**src/prs_consts.svh**
```systemverilog
// constants for the pwm restart, delay and steering block
// assumes a single 10 MHz clock and an 8-bit register port
// Notes on behaviour
// - restart enable set: flag clears itself once shutdown input goes away, pwm resumes.
// - restart enable clear: outputs stay shut down until software clears the flag.
// - delay count gives instruction cycles between scheduled and actual active edge.
// - steering bits 7 to 5 are unimplemented, read zero, ignore writes.
// - restart/delay register resets to zero; steering resets with output a enabled.
// - each steering enable routes polarised pwm to its pin, else port control.
// - steering acts only with mode bits 3:2 at 11 and output config at 00.
`ifndef PRS_CONSTS_SVH
`define PRS_CONSTS_SVH
// register offsets
`define PRS_OFS_RESTART_DELAY 4'h0
`define PRS_OFS_STEERING 4'h1
`define PRS_OFS_SHUTDOWN 4'h2
`define PRS_OFS_IRQ_STATUS 4'h3
`define PRS_OFS_IRQ_MASK 4'h4
// field positions
`define PRS_BIT_RESTART_EN 7
`define PRS_BIT_STEER_SYNC 4
`define PRS_BIT_FLAG 7
`define PRS_IRQ_SHUT 0
`define PRS_IRQ_RESTART 1
`define PRS_IRQ_STEER 2
// reset values and steering mode/config codes
`define PRS_RST_RESTART_DELAY 8'h00
`define PRS_RST_STEERING 5'h01
`define PRS_STEER_MODE 2'h3
`define PRS_STEER_CFG 2'h0
// timing: one instruction cycle is one oscillator period
`define PRS_CLK_PERIOD_NS 100
`define PRS_INSN_NS 100
`define PRS_INSN_CLKS ((`PRS_INSN_NS + `PRS_CLK_PERIOD_NS - 1) / `PRS_CLK_PERIOD_NS)
`endif

```
**src/prs_pkg.sv**
```systemverilog
// types shared by the pwm restart, delay and steering block
// assumes prs_consts.svh is included by the users
package prs_pkg;
  typedef enum logic [1:0] {
    PRS_RUN = 2'b01,
    PRS_SHUT = 2'b10
  } prs_state_t;

  typedef logic [7:0] prs_byte_t;
  typedef logic [3:0] prs_pins_t;
endpackage

```
**src/prs_top.sv**
```systemverilog
// pwm restart, active-edge delay and output steering for one channel
// assumes pwm waveform, period start and port data come from logic on REF_CLK_IN;
// the shutdown condition comes from a pin and is synchronised here
//
// The register offsets and the strobed register port are this design's own decisions.
`include "prs_consts.svh"
`timescale 1ns/100ps
`default_nettype none
module prs_top #(
  parameter int INSN_CLKS = `PRS_INSN_CLKS
) (
  // clock and reset
  input wire logic REF_CLK_IN,
  input wire logic RST_IN,
  // register port
  input wire logic [3:0] REG_ADDR_IN,
  input wire logic [7:0] REG_WDATA_IN,
  input wire logic REG_WR_IN,
  input wire logic REG_RD_IN,
  output logic [7:0] REG_RDATA_OUT,
  // channel configuration from the mode register
  input wire logic [3:0] CHAN_MODE_IN,
  input wire logic [1:0] PWM_CFG_IN,
  // pwm source
  input wire logic PWM_RAW_IN,
  input wire logic PERIOD_START_IN,
  input wire logic SHUTDOWN_IN,
  // pins
  input wire logic [3:0] PORT_DATA_IN,
  output logic [3:0] PWM_PIN_OUT,
  output logic [3:0] PIN_STEERED_OUT,
  // status
  output logic SHUTDOWN_FLAG_OUT,
  output logic IRQ_OUT
);
  localparam int TW = (INSN_CLKS > 1) ? $clog2(INSN_CLKS) : 1;
  localparam logic [TW-1:0] TICK_LAST = TW'(INSN_CLKS - 1);

  typedef struct packed {
    prs_pkg::prs_state_t state;
    logic auto_restart_enable;
    logic [6:0] active_edge_delay_count;
    logic steer_update_sync;
    prs_pkg::prs_pins_t steer_req;
    prs_pkg::prs_pins_t steer_applied;
    logic steer_pending;
    logic [2:0] irq_status;
    logic [2:0] irq_mask;
    prs_pkg::prs_byte_t rdata;
    logic [TW-1:0] tick_cnt;
    prs_pkg::prs_pins_t pins;
    prs_pkg::prs_pins_t steered;
  } prs_top_st_t;

  prs_top_st_t st_q;
  prs_top_st_t st_d;

  logic shutdown_sync;
  logic pwm_delayed;
  logic insn_tick;

  // pin level for one output: pwm or its complement per polarity mode
  function automatic logic pol_level(input logic wave, input logic invert);
    pol_level = invert ? ~wave : wave;
  endfunction

  // address match for one register offset
  function automatic logic hit(input logic [3:0] addr, input logic [3:0] ofs);
    hit = (addr == ofs);
  endfunction

  prs_sync3 u_shut_sync (
    .clk_in(REF_CLK_IN),
    .rst_in(RST_IN),
    .async_in(SHUTDOWN_IN),
    .sync_out(shutdown_sync)
  );

  prs_delay #(
    .CW(7)
  ) u_delay (
    .clk_in(REF_CLK_IN),
    .rst_in(RST_IN),
    .tick_in(insn_tick),
    .count_in(st_q.active_edge_delay_count),
    .raw_in(PWM_RAW_IN),
    .dly_out(pwm_delayed)
  );

  assign insn_tick = (st_q.tick_cnt == TICK_LAST);

  always_comb begin
    logic wr_rd;
    logic wr_st;
    logic wr_sh;
    logic steer_mode;
    logic shut_now;
    logic [2:0] ev;
    prs_pkg::prs_pins_t steer_eff;
    prs_pkg::prs_pins_t inv;
    wr_rd = 1'b0;
    wr_st = 1'b0;
    wr_sh = 1'b0;
    steer_mode = 1'b0;
    shut_now = 1'b0;
    ev = 3'h0;
    steer_eff = 4'h0;
    inv = 4'h0;
    st_d = st_q;

    // instruction-cycle tick
    st_d.tick_cnt = insn_tick ? '0 : st_q.tick_cnt + 1'b1;

    wr_rd = REG_WR_IN && hit(REG_ADDR_IN, `PRS_OFS_RESTART_DELAY);
    wr_st = REG_WR_IN && hit(REG_ADDR_IN, `PRS_OFS_STEERING);
    wr_sh = REG_WR_IN && hit(REG_ADDR_IN, `PRS_OFS_SHUTDOWN);

    if (wr_rd) begin
      st_d.auto_restart_enable = REG_WDATA_IN[`PRS_BIT_RESTART_EN];
      st_d.active_edge_delay_count = REG_WDATA_IN[6:0];
    end

    // bits 7:5 are simply not stored
    if (wr_st) begin
      st_d.steer_update_sync = REG_WDATA_IN[`PRS_BIT_STEER_SYNC];
      st_d.steer_req = REG_WDATA_IN[3:0];
      st_d.steer_pending = 1'b1;
    end

    // steering update: at once, or held to a period boundary
    if (st_q.steer_pending && !wr_st) begin
      if (!st_q.steer_update_sync || PERIOD_START_IN) begin
        st_d.steer_applied = st_q.steer_req;
        st_d.steer_pending = 1'b0;
        ev[`PRS_IRQ_STEER] = 1'b1;
      end
    end

    // shutdown sequencing
    unique case (st_q.state)
      prs_pkg::PRS_RUN: begin
        if (shutdown_sync) begin
          st_d.state = prs_pkg::PRS_SHUT;
          ev[`PRS_IRQ_SHUT] = 1'b1;
        end
      end
      prs_pkg::PRS_SHUT: begin
        if (!shutdown_sync && st_q.auto_restart_enable) begin
          st_d.state = prs_pkg::PRS_RUN;
          ev[`PRS_IRQ_RESTART] = 1'b1;
        end else if (!shutdown_sync && wr_sh && !REG_WDATA_IN[`PRS_BIT_FLAG]) begin
          st_d.state = prs_pkg::PRS_RUN;
          ev[`PRS_IRQ_RESTART] = 1'b1;
        end
      end
      default: begin
        st_d.state = prs_pkg::PRS_SHUT;
      end
    endcase

    // a live condition keeps the flag set even against a software clear
    shut_now = (st_q.state == prs_pkg::PRS_SHUT);

    steer_mode = (CHAN_MODE_IN[3:2] == `PRS_STEER_MODE) &&
                 (PWM_CFG_IN == `PRS_STEER_CFG);
    steer_eff = steer_mode ? st_q.steer_applied : 4'h0;
    inv = {CHAN_MODE_IN[0], CHAN_MODE_IN[1], CHAN_MODE_IN[0], CHAN_MODE_IN[1]};

    for (int i = 0; i < 4; i++) begin
      if (steer_eff[i]) begin
        // shut down pins park at their inactive level
        st_d.pins[i] = pol_level(pwm_delayed && !shut_now, inv[i]);
      end else begin
        st_d.pins[i] = PORT_DATA_IN[i];
      end
    end
    st_d.steered = steer_eff;

    // sticky events: set wins over the write-one clear
    if (REG_WR_IN && hit(REG_ADDR_IN, `PRS_OFS_IRQ_STATUS)) begin
      st_d.irq_status = st_q.irq_status & ~REG_WDATA_IN[2:0];
    end
    st_d.irq_status = st_d.irq_status | ev;
    if (REG_WR_IN && hit(REG_ADDR_IN, `PRS_OFS_IRQ_MASK)) begin
      st_d.irq_mask = REG_WDATA_IN[2:0];
    end

    // read data stand one cycle after the strobe only
    st_d.rdata = 8'h00;
    if (REG_RD_IN) begin
      unique case (REG_ADDR_IN)
        `PRS_OFS_RESTART_DELAY: begin
          st_d.rdata = {st_q.auto_restart_enable, st_q.active_edge_delay_count};
        end
        `PRS_OFS_STEERING: begin
          st_d.rdata = {3'h0, st_q.steer_update_sync, st_q.steer_req};
        end
        `PRS_OFS_SHUTDOWN: begin
          st_d.rdata = {shut_now, 3'h0, st_q.steer_applied};
        end
        `PRS_OFS_IRQ_STATUS: begin
          st_d.rdata = {5'h00, st_q.irq_status};
        end
        `PRS_OFS_IRQ_MASK: begin
          st_d.rdata = {5'h00, st_q.irq_mask};
        end
        default: begin
          st_d.rdata = 8'h00;
        end
      endcase
    end
  end

  always_ff @(posedge REF_CLK_IN) begin
    if (RST_IN) begin
      st_q.state <= prs_pkg::PRS_RUN;
      st_q.auto_restart_enable <= 1'(`PRS_RST_RESTART_DELAY >> `PRS_BIT_RESTART_EN);
      st_q.active_edge_delay_count <= 7'h00;
      st_q.steer_update_sync <= 1'b0;
      st_q.steer_req <= 4'h1;
      st_q.steer_applied <= 4'h1;
      st_q.steer_pending <= 1'b0;
      st_q.irq_status <= 3'h0;
      st_q.irq_mask <= 3'h0;
      st_q.rdata <= 8'h00;
      st_q.tick_cnt <= '0;
      st_q.pins <= 4'h0;
      st_q.steered <= 4'h0;
    end else begin
      st_q <= st_d;
    end
  end

  assign REG_RDATA_OUT = st_q.rdata;
  assign PWM_PIN_OUT = st_q.pins;
  assign PIN_STEERED_OUT = st_q.steered;
  assign SHUTDOWN_FLAG_OUT = (st_q.state == prs_pkg::PRS_SHUT);
  assign IRQ_OUT = |(st_q.irq_status & st_q.irq_mask);
endmodule // prs_top

`default_nettype wire

```
**src/prs_sync3.sv**
```systemverilog
// three-stage input synchroniser with agreement filter
// assumes the input is asynchronous to clk_in
`timescale 1ns/100ps
`default_nettype none
module prs_sync3 (
  // clock and reset
  input wire logic clk_in,
  input wire logic rst_in,
  // data
  input wire logic async_in,
  output logic sync_out
);
  typedef struct packed {
    logic s1;
    logic s2;
    logic s3;
    logic val;
  } prs_sync_st_t;

  prs_sync_st_t st_q;
  prs_sync_st_t st_d;

  always_comb begin
    st_d = st_q;
    st_d.s1 = async_in;
    st_d.s2 = st_q.s1;
    st_d.s3 = st_q.s2;
    // only the later stages vote; s1 may still be settling
    if (st_q.s2 == st_q.s3) begin
      st_d.val = st_q.s3;
    end
  end

  always_ff @(posedge clk_in) begin
    if (rst_in) begin
      st_q <= '0;
    end else begin
      st_q <= st_d;
    end
  end

  assign sync_out = st_q.val;
endmodule // prs_sync3

`default_nettype wire

```
**src/prs_delay.sv**
```systemverilog
// active-edge delay: rising edges held back by a count of ticks
// assumes tick_in is a one-cycle pulse per instruction cycle
`timescale 1ns/100ps
`default_nettype none
module prs_delay #(
  parameter int CW = 7
) (
  // clock and reset
  input wire logic clk_in,
  input wire logic rst_in,
  // control
  input wire logic tick_in,
  input wire logic [CW-1:0] count_in,
  // waveform
  input wire logic raw_in,
  output logic dly_out
);
  typedef struct packed {
    logic [CW-1:0] cnt;
    logic prev;
    logic out;
  } prs_dly_st_t;

  prs_dly_st_t st_q;
  prs_dly_st_t st_d;

  always_comb begin
    st_d = st_q;
    st_d.prev = raw_in;
    if (!raw_in) begin
      // inactive-going edge passes at once
      st_d.out = 1'b0;
      st_d.cnt = '0;
    end else if (!st_q.prev) begin
      st_d.cnt = count_in;
      st_d.out = (count_in == '0);
    end else if (!st_q.out && tick_in) begin
      st_d.cnt = st_q.cnt - 1'b1;
      st_d.out = (st_q.cnt == {{(CW-1){1'b0}}, 1'b1});
    end
  end

  always_ff @(posedge clk_in) begin
    if (rst_in) begin
      st_q <= '0;
    end else begin
      st_q <= st_d;
    end
  end

  assign dly_out = st_q.out;
endmodule // prs_delay

`default_nettype wire

```
**config.mk**
```make
export PLATFORM = sky130hd
export DESIGN_NAME = prs_top
export DESIGN_NICKNAME = d
export VERILOG_FILES = /design/src/prs_pkg.sv /design/src/prs_top.sv /design/src/prs_sync3.sv /design/src/prs_delay.sv
export VERILOG_INCLUDE_DIRS = /design/src /design/src/src
export SDC_FILE = /design/constraint.sdc
export NUM_CORES = 1
export LEC_CHECK = 0
export BUFFER_PORTS_ARGS = -buffer_cell sky130_fd_sc_hd__buf_2
export CAP_MARGIN = 20
export CORE_AREA = 3 3 74 76
export CTS_BUF_LIST = sky130_fd_sc_hd__clkbuf_2 sky130_fd_sc_hd__clkbuf_4 sky130_fd_sc_hd__clkbuf_8
export DETAILED_ROUTE_END_ITERATION = 10
export DIE_AREA = 0 0 77 79
export GPL_ROUTABILITY_DRIVEN = 0
export PLACE_DENSITY = 0.72
export SETUP_SLACK_MARGIN = 0.02
export SLEW_MARGIN = 15
export SYNTH_ARGS = -nofsm -noshare
export SYNTH_HDL_FRONTEND = slang
export SYNTH_SLANG_ARGS = --single-unit
```
**constraint.sdc**
```tcl
create_clock -name REF_CLK_IN -period 1.93 [get_ports REF_CLK_IN]
set_input_delay 0.386 -clock REF_CLK_IN [delete_from_list [all_inputs] [get_ports REF_CLK_IN]]
set_output_delay 0.386 -clock REF_CLK_IN [all_outputs]
set_load 0.1 [all_outputs]
```
After elaboration in Yosys (flattened, before gate mapping)
Index checks and enable logic that the tools add are counted.
- $add $sub $neg: 2
- multipliers: 0
- div/mod/pow operators: 0
- magnitude comparators: 0
- equal/unequal tests: 12
- shift operators: 0
- multiplexer cells: 27
- bitwise gates (word level): 8
- reduce and logical (&&, ||, !) cells: 28
- operators with widths (kind ; count):
    $pmux 8 s5 ; 1
    $mux 1 ; 18
    $mux 7 ; 2
    $logic_and 1x1->1 ; 12
    $eq 4x2->1 const B ; 2
    $eq 7x1->1 const B ; 1
    $logic_not 7->1 ; 1
    $sub 7x1->7 const B ; 1
    $and 3x3->3 ; 2
    $logic_not 1->1 ; 6
    $mux 2 ; 3
    $reduce_or 2->1 ; 3
    $eq 2x2->1 const B ; 2
    $eq 4x1->1 const B ; 1
    $eq 4x3->1 const B ; 1
    $logic_not 4->1 ; 1
    $mux 4 ; 1
    $not 1->1 ; 4
    $pmux 2 s2 ; 1
    $reduce_and 2->1 ; 2
    $mux 3 ; 1
    $ne 3x1->1 const B ; 1
    $not 3->3 ; 1
    $or 3x3->3 ; 1
    other kinds (8) ; 8
- flip-flop bits (word level): 56
- latch bits: 0
- RAM bits: 0
- ROM bits: 0
- input bits: 29
- output and inout bits: 18
- logic and storage cells: 97
- memories: 0

Logic depth before layout (Yosys ltp)
Gate-level depths: netlist (run 1).
- depth after elaboration: 8
- gate-level depth with buffers: 6
- depth with buffers taken out: 5

By module
From an unflattened synthesis (run 1), not the netlist that was laid out.
- cells, all modules: 288
- area total of the unflattened synthesis: 2678.8 µm²
- modules (own cells, without submodules) (module ; instances ; cells an instance ; area each (µm²) ; sequential area each (µm²)):
    prs_top ; 1 ; 225 ; 2094.5 ; 860.8
    prs_delay ; 1 ; 53 ; 471.7 ; 180.2
    prs_sync3 ; 1 ; 10 ; 112.6 ; 80.1

Worst setup path after synthesis (run 1)
Ideal clock, no wire load.
- kind: input port to flip-flop
- start: in REG_ADDR_IN[0]
- end: reg st_q[27] (netlist name)
- library setup time: 0.128 ns
- arrival: 1.403 ns
- required time: 1.802 ns
- slack: 0.400 ns
- cell stages on the path: 5
- buffers on the path: 1
- path through: buf_2 > nor2b_1 > a311oi_4 > mux2i_1 > nor2_1
- cells in the longest elaborated chain, start to end: 5
- ends and longest elaborated chain (item ; RTL line ; text):
    start: declaration ; prs_top.sv:16 ; input wire logic [3:0] REG_ADDR_IN,
    $eq 4x1->1 ; prs_top.sv:69 ; hit = (addr == ofs);
    $logic_and 1x1->1 ; prs_top.sv:115 ; wr_st = REG_WR_IN && hit(REG_ADDR_IN, `PRS_OFS_STEERING);
    $logic_not 1->1 ; prs_top.sv:131 ; if (st_q.steer_pending && !wr_st) begin
    $logic_and 1x1->1 ; prs_top.sv:131 ;
    $reduce_and 2->1 (no source line) ; -- ;
    end signal: assignment ; prs_top.sv:230 ; st_q <= st_d;
    end: declaration ; prs_top.sv:55 ; prs_top_st_t st_q;
No other way between the ends.
A chain may end at the register's enable or synchronous reset.

Final worst setup path (run 1)
- start: reg st_q[21] (netlist name)
- end: out IRQ_OUT
- cells in the longest elaborated chain, start to end: 2
- ends and longest elaborated chain (item ; RTL line ; text):
    $and 3x3->3 ; prs_top.sv:238 ; assign IRQ_OUT = |(st_q.irq_status & st_q.irq_mask);
    $reduce_or 3->1 ; prs_top.sv:238 ;
    end: declaration ; prs_top.sv:34 ; output logic IRQ_OUT
No other way between the ends.

==> results of run 1 <==
-- stage by stage --
step,hold WS (ns),total power [µW]
2_1_floorplan,0.414,1390
3_3_place_gp,0.417,1450
3_5_place_dp,0.432,1460
4_1_cts,0.294,2090
5_1_grt,0.345,2150
6_report,0.298,2080
-- worst register-to-register path: stages, from the launching register on --
cell	delay, ns
dfxtp_1	0.36
or4_4	0.57
nor4_4	0.17
xnor2_1	0.11
a211oi_2	0.20
-- worst paths after layout --
path	end	startpoint	slack, ns
worst min-delay path	u_shut_sync.st_d[2]	SHUTDOWN_IN	0.30
worst max-delay path	IRQ_OUT	st_q[21]	0.21
worst max register to register	u_delay.st_q[7]	u_delay.dly_out	0.45
worst min register to register	u_shut_sync.st_d[1]	u_shut_sync.st_d[2]	0.45
-- registers in the layout (all words and copies together), names as in the netlist --
signal / cells
REG_RDATA_OUT: 8
u_delay.st_q: 8
PIN_STEERED_OUT: 4
u_shut_sync.sync_out: 1
st_q: 27
u_shut_sync.st_d: 2
u_delay.dly_out: 1
u_shut_sync.st_q: 1
PWM_PIN_OUT: 4
-- layout by cell type, fill, tap and decap left out, types with 6 or more instances in the layout --
| cell type | count |
|---|---|
| a211oi_1 | 6 |
| buf_2 | 46 |
| nor2b_1 | 6 |
| clkbuf_8 | 6 |
| nand3_1 | 6 |
| a21oi_1 | 17 |
| inv_1 | 6 |
| dfxtp_1 | 56 |
| mux2i_1 | 24 |
| nand2_1 | 14 |
| nor3_1 | 7 |
| nor2_1 | 36 |
-- power groups by stage --
stage                     Sequential, µW  Combinational, µW  Clock [µW]
after global routing                1200                254         695
after global placement              1230                225           0
final                               1200                230         646
after CTS                           1200                231         656
after detailed placement            1230                230           0
after floorplan                     1220                169           0
-- cell type report --
type	count	area, µm²	area share, %
Inverter	7	26.3	0.971
Clock buffer	6	82.6	3.05
Tap cell	67	83.8	3.10
Sequential cell	56	1120	41.4
Clock inverter	2	10.0	0.370
Multi-Input combinational cell	168	1110	41.2
Timing Repair Buffer	51	268	9.89
-- cell families (layout without fill, tap and decap cells) --
kind of cell               count (synthesis)  after routing
AOI/OAI and AO/OA                         43             43
buffers and inverters                     33             66
xor gates and xnor gates                   8              8
adders and majority gates                  2              2
DFF                                       56             56
other                                      1              1
and+or+nand+nor                           90             90
muxes                                     24             24
-- metal layers --
metal / share of wire [%] / vias up / track usage [%]
li1: - / 948 / -
met1: 48 / 829 / 21.3
met2: 48 / 38 / 29.6
met3: 3.8 / 4 / 2.95
met4: 0.79 / 0 / 4.63
met5: 0 / - / 0
==> run summary, run 1 <==
====================================================================================
Count of state elements after synthesis                                           56
Mean instance size in the synthesized netlist                               9.43 µm²
Worst-path maximum fanout                                                          3
Worst r2r path cells                                                               4
Dpl hpwl                                                                     3710 µm
Total clock buffers created by CTS                                                 5
I/O pin cnt                                                                       47
Buffer depth of the longest clock path                                             2
Family of cells with the greatest summed delay on the critical path     buffers and inverters
Number of nets still failing antenna checks after routing                          0
Ant diodes                                                                         0
Minimum clock period                                                         1.72 ns
Final slew viol count                                                              0
Detailed-route via count                                                        1819
Count of maximum capacitance violations                                            0
Most instantiated flip-flop cell in the synthesis netlist                    dfxtp_1
Post-synthesis xor/xnor area fraction                                          2.89%
Number of global-route vias before repair                                       1754
Post CTS Setup Buffer Count                                                        0
Post-synthesis net count                                                         288
Pin count of the biggest net entering global routing                              35
Share of post-route cells with drive strength above 1                          22.8%
Cell type of the slowest stage on the worst timing path                      dfxtp_1
Most used standard cells in the synthesized netlist                     56 x dfxtp_1, 36 x nor2_1, 24 x mux2i_1
Post-Synth Simple-Gate Area                                                    19.4%
Synthesized-area fraction occupied by ao, oa, aoi and oai cells                12.7%
Most frequently used cell type in the post-synthesis netlist                 dfxtp_1
Post-synthesis mux area share                                                  9.92%
Cell-internal power                                                          1550 µW
Drt initial violations                                                           141
WP data required                                                             1.54 ns
Instance area at placement                                                  2610 µm²
Number of cell rows                                                               25
Maximum operating frequency                                                  582 MHz
Power density normalized to cell area                                     767 nW/µm²
CTS hold repair buffers                                                            0
Worst-case setup slack after placement                                      0.249 ns
Clock network fraction of design power                                         31.1%
Post-route core utilization                                                    56.5%
Top area cells in the synthesized netlist                               dfxtp_1 46%, mux2i_1 9.9%, nor2_1 5.6%, buf_4 5.0%, a21oi_1 3.5%
Synth warn                                                                         0
Number of antenna violations at the first check in global routing                  0
Synth-to-layout area growth                                                    11.7%
Placed Cells incl. Taps                                                          349
Arr. time, crit path                                                         1.33 ns
Clock network latency to the later pin of the worst-skew pair                0.30 ns
Critical-path cell list                                                 a222oi_1, inv_1, buf_2
Layout Skew                                                               0.00484 ns
Number of flops mapped to enable cells by yosys                                    0
Sw frac                                                                        25.4%
Die area                                                                    6080 µm²
Clock net sink count                                                              56
DR DRC count                                                                       0
Area share of the largest cell type after synthesis                            46.3%
Class of the worst hold path                                            input pin to register
Global Route Usage Sum                                                         16.8%
Critical Path Source Type                                                   register
Count of non-filler cells in the finished layout                                 357
Sequential Power Share                                                         57.8%
Post-Layout Inst Area                                                       2710 µm²
Max transition margin                                                          66.2%
Number of nets in the layout                                                     320
Number of buffer and inverter instances along the worst setup path                 2
First drt pass iteration count                                                     4
Stages on worst setup path                                                         3
Sequential fraction of the synthesis area                                      46.3%
Slack of the critical path                                                  0.211 ns
Outcome                                                                 finished, final reports clean
Dominant combinational cell family by area after synthesis              simple AND/OR/NAND/NOR gates
RSZ-0062 raised after global routing                                              no
Count of final setup violators                                                     0
Fraction of the cycle the final worst path needs                               89.1%
Lkg Pwr                                                                   0.00119 µW
Maximum vdd ir drop                                                           364 µV
Combinational cell fraction of total power                                     11.1%
Crit Path Class                                                         register to primary output
Core area                                                                   4790 µm²
Clock tree from TritonCTS                                                      built
Setup TNS                                                                       0 ns
Die height                                                                     79 µm
Cells resized by post-CTS repair                                                   0
Maximum cell stage delay along the critical path                             0.34 ns
WL final                                                                     4950 µm
Clock H-tree levels                                                                2
Net switching power of the design                                             527 µW
Overflow after GRT                                                                 0
Global-route wire length before repair                                       8270 µm
Starting density of the core                                                   50.6%
Share of flip-flops with an asynchronous set or reset after synthesis             0%
Horizontal die dimension                                                       77 µm
Final count of hold timing violations                                              0
Cell count of the worst hold path                                                  2
Top cell type by total area after synthesis                                  dfxtp_1
Type of element capturing the critical path                             primary output
Number of cells produced by synthesis                                            257
Transition time of the tightest slew-check pin                              0.506 ns
Layout filler cell count                                                         457
Area of the mapped netlist                                                  2420 µm²
Detailed-route vias per instance                                                5.10
Adder-cell share of the synthesized area                                       1.03%
Post-DR wirelength/cell                                                      13.9 µm
CTS Root Buffer Type                                                        clkbuf_8
Clock transition at the registers of the reported paths                      0.09 ns
Count of port buffers added during placement                                      46
Number of distinct library cells after synthesis                                  43
====================================================================================
Note: power is estimated with default switching activity, not from simulation.
==> inputs of run 2 (changes only) <==
- CAP_MARGIN: 20 -> 0
- CORE_AREA: 3 3 74 76 -> 3 3 70 72
- DIE_AREA: 0 0 77 79 -> 0 0 73 75
- PLACE_DENSITY: 0.72 -> 0.79
==> run 2 against run 1 <==
Net effect:
- cell count down 4.2%
- die area decreased by 10%
- clock-buffer cell count increased by 2
- non-clock buffer count stayed put
- combinational power is essentially flat
- flip-flop and latch count stayed put
- maximum frequency down 0.53%
- worst hold slack worse by 0.011 ns
- critical path type unchanged
- largest power group unchanged
==> run summary, run 2 (same netlist as run 1, synthesis figures left out) <==
=====================================================================================
Crit Path Class                                                          register to primary output   unchanged
Count of maximum capacitance violations                                             0   unchanged
Ant diodes                                                                          0   unchanged
Fraction of the cycle the final worst path needs                                89.6%   was 89.1%
Largest Register                                                                 st_q   unchanged
Buffer depth of the longest clock path                                              2   unchanged
Detailed-route via count                                                         1878   was 1819
Power density normalized to cell area                                      778 nW/µm²   was 767 nW/µm²
Layout Skew                                                                0.00205 ns   was 0.00484 ns
Number of global-route vias before repair                                        1759   was 1754
First drt pass iteration count                                                      4   unchanged
Outcome                                                                  finished, final reports clean   unchanged
Dpl hpwl                                                                      3690 µm   was 3710 µm
Source of the worst hold timing path                                      SHUTDOWN_IN   unchanged
Die area                                                                     5480 µm²   was 6080 µm²
Capturing point of the worst reg2reg path                                u_delay.st_q[5]   was u_delay.st_q[7]
WL final                                                                      4900 µm   was 4950 µm
Clock transition at the registers of the reported paths                       0.09 ns   about the same
Total clock buffers created by CTS                                                  5   unchanged
Worst-path maximum fanout                                                           3   unchanged
Global-route wire length before repair                                        8030 µm   was 8270 µm
Worst r2r path cells                                                                4   unchanged
Clock H-tree levels                                                                 2   unchanged
Clock network fraction of design power                                          31.9%   was 31.1%
I/O pin cnt                                                                        47   unchanged
Cells resized by post-CTS repair                                                    0   unchanged
Horizontal die dimension                                                        73 µm   was 77 µm
Number of nets still failing antenna checks after routing                           0   unchanged
Setup TNS                                                                        0 ns   unchanged
Final slew viol count                                                               0   unchanged
Net switching power of the design                                              512 µW   was 527 µW
Share of post-route cells with drive strength above 1                           22.8%   unchanged
FF-to-FF Start                                                           u_delay.dly_out   unchanged
Pin count of the biggest net entering global routing                               35   unchanged
Type of element capturing the critical path                              primary output   unchanged
Arr. time, crit path                                                          1.34 ns   was 1.33 ns
Maximum operating frequency                                                   579 MHz   was 582 MHz
Synth-to-layout area growth                                                     11.2%   was 11.7%
Cell count of the worst hold path                                                   2   unchanged
Transition time of the tightest slew-check pin                               0.513 ns   was 0.506 ns
Die height                                                                      75 µm   was 79 µm
Worst R2R Setup Slack                                                         0.46 ns   was 0.45 ns
Worst-case setup slack after placement                                       0.280 ns   was 0.249 ns
Critical Path Source Type                                                    register   unchanged
Cell-internal power                                                           1580 µW   was 1550 µW
Number of nets in the layout                                                      320   unchanged
Count of port buffers added during placement                                       46   unchanged
Clock net sink count                                                               56   unchanged
Most used cells in the layout excluding fill and tap cells               56 x dfxtp_1, 46 x buf_2, 36 x nor2_1   unchanged
Post CTS Setup Buffer Count                                                         0   unchanged
RSZ-0062 raised after global routing                                               no   unchanged
CTS hold repair buffers                                                             0   unchanged
Clock tree from TritonCTS                                                       built   unchanged
Number of cell rows                                                                24   was 25
Starting density of the core                                                    55.6%   was 50.6%
Most frequent standard cell in the layout excluding fill and tap cells        dfxtp_1   unchanged
Maximum vdd ir drop                                                            352 µV   was 364 µV
Clock network latency to the later pin of the worst-skew pair                 0.30 ns   about the same
Overflow after GRT                                                                  0   unchanged
DR DRC count                                                                        0   unchanged
WP data required                                                              1.54 ns   about the same
CTS Root Buffer Type                                                         clkbuf_8   unchanged
Sw frac                                                                         24.4%   was 25.4%
End point of the worst hold path                                         u_shut_sync.st_d[2]   unchanged
Global Route Usage Sum                                                          19.0%   was 16.8%
Flip-flop count of the largest register, all copies and words added                27   unchanged
Final count of hold timing violations                                               0   unchanged
Minimum clock period                                                          1.73 ns   was 1.72 ns
Core area                                                                    4350 µm²   was 4790 µm²
Drt initial violations                                                             70   was 141
Post-route core utilization                                                     61.8%   was 56.5%
Max transition margin                                                           65.6%   was 66.2%
Count of final setup violators                                                      0   unchanged
Lkg Pwr                                                                    0.00119 µW   about the same
Combinational cell fraction of total power                                      10.9%   was 11.1%
Post-DR wirelength/cell                                                       14.3 µm   was 13.9 µm
Slack of the critical path                                                   0.202 ns   was 0.211 ns
Detailed-route vias per instance                                                 5.49   was 5.10
Count of non-filler cells in the finished layout                                  342   was 357
Sequential Power Share                                                          57.2%   was 57.8%
Placed Cells incl. Taps                                                           334   was 349
Class of the worst hold path                                             input pin to register   unchanged
Number of antenna violations at the first check in global routing                   0   unchanged
=====================================================================================
-- run 2: cell count changes in the layout (fill, tap and decap cells not counted), sizes merged --
cell	previous run	this run
clkbuf	6	8
clkinv	3	1
-- run 2: worst max path at each step --
| stage | slack (ns) | end | cells after the start | startpoint |
|---|---|---|---|---|
| global route | 0.09 | IRQ_OUT | 3 | st_q[21] |
| floorplan | 0.40 | st_q[27] | 5 | REG_ADDR_IN[0] |
| CTS | 0.19 | IRQ_OUT | 3 | st_q[21] |
| detailed placement | 0.28 | st_q[28] | 5 | REG_ADDR_IN[0] |
| global placement | 0.31 | st_q[28] | 5 | REG_ADDR_IN[0] |
| finish | 0.20 | IRQ_OUT | 3 | st_q[21] |
-- run 2: power by group through the flow --
stage	logic (µW)	clock network [µW]	registers (µW)
after global placement	224	0	1230
after floorplan	169	0	1220
after CTS	228	685	1200
final	228	668	1200
after global routing	248	730	1200
after detailed placement	227	0	1230
-- run 2: critical path, stage by stage, from the launching register on --
cell      delay (ns)
dfxtp_1         0.35
a222oi_1        0.33
inv_1           0.07
buf_2           0.29
-- run 2: area by class of cell --
| class | instances | area, µm² |
|---|---|---|
| Sequential cell | 56 | 1120 |
| Clock buffer | 8 | 97.6 |
| Inverter | 7 | 26.3 |
| Multi-Input combinational cell | 168 | 1110 |
| Tap cell | 52 | 65.1 |
| Fill cell | 378 | 1660 |
| Timing Repair Buffer | 51 | 268 |
-- run 2: per-layer routing --
layer | GRT usage (%) | up-vias | wire length [µm]
met4 | 9.84 | 0 | 185
met3 | 4.14 | 13 | 273
met1 | 22.6 | 852 | 2110
li1 | - | 957 | -
met5 | 0 | - | 0
met2 | 32.4 | 56 | 2330
-- run 2: metrics by stage --
stage	hold WS (ns)	power, µW	cell area [µm²]
after floorplan	0.414	1390	2420
after global placement	0.418	1450	2590
after detailed placement	0.422	1450	2590
after CTS	0.285	2110	2690
after global routing	0.302	2180	2690
final	0.287	2090	2690
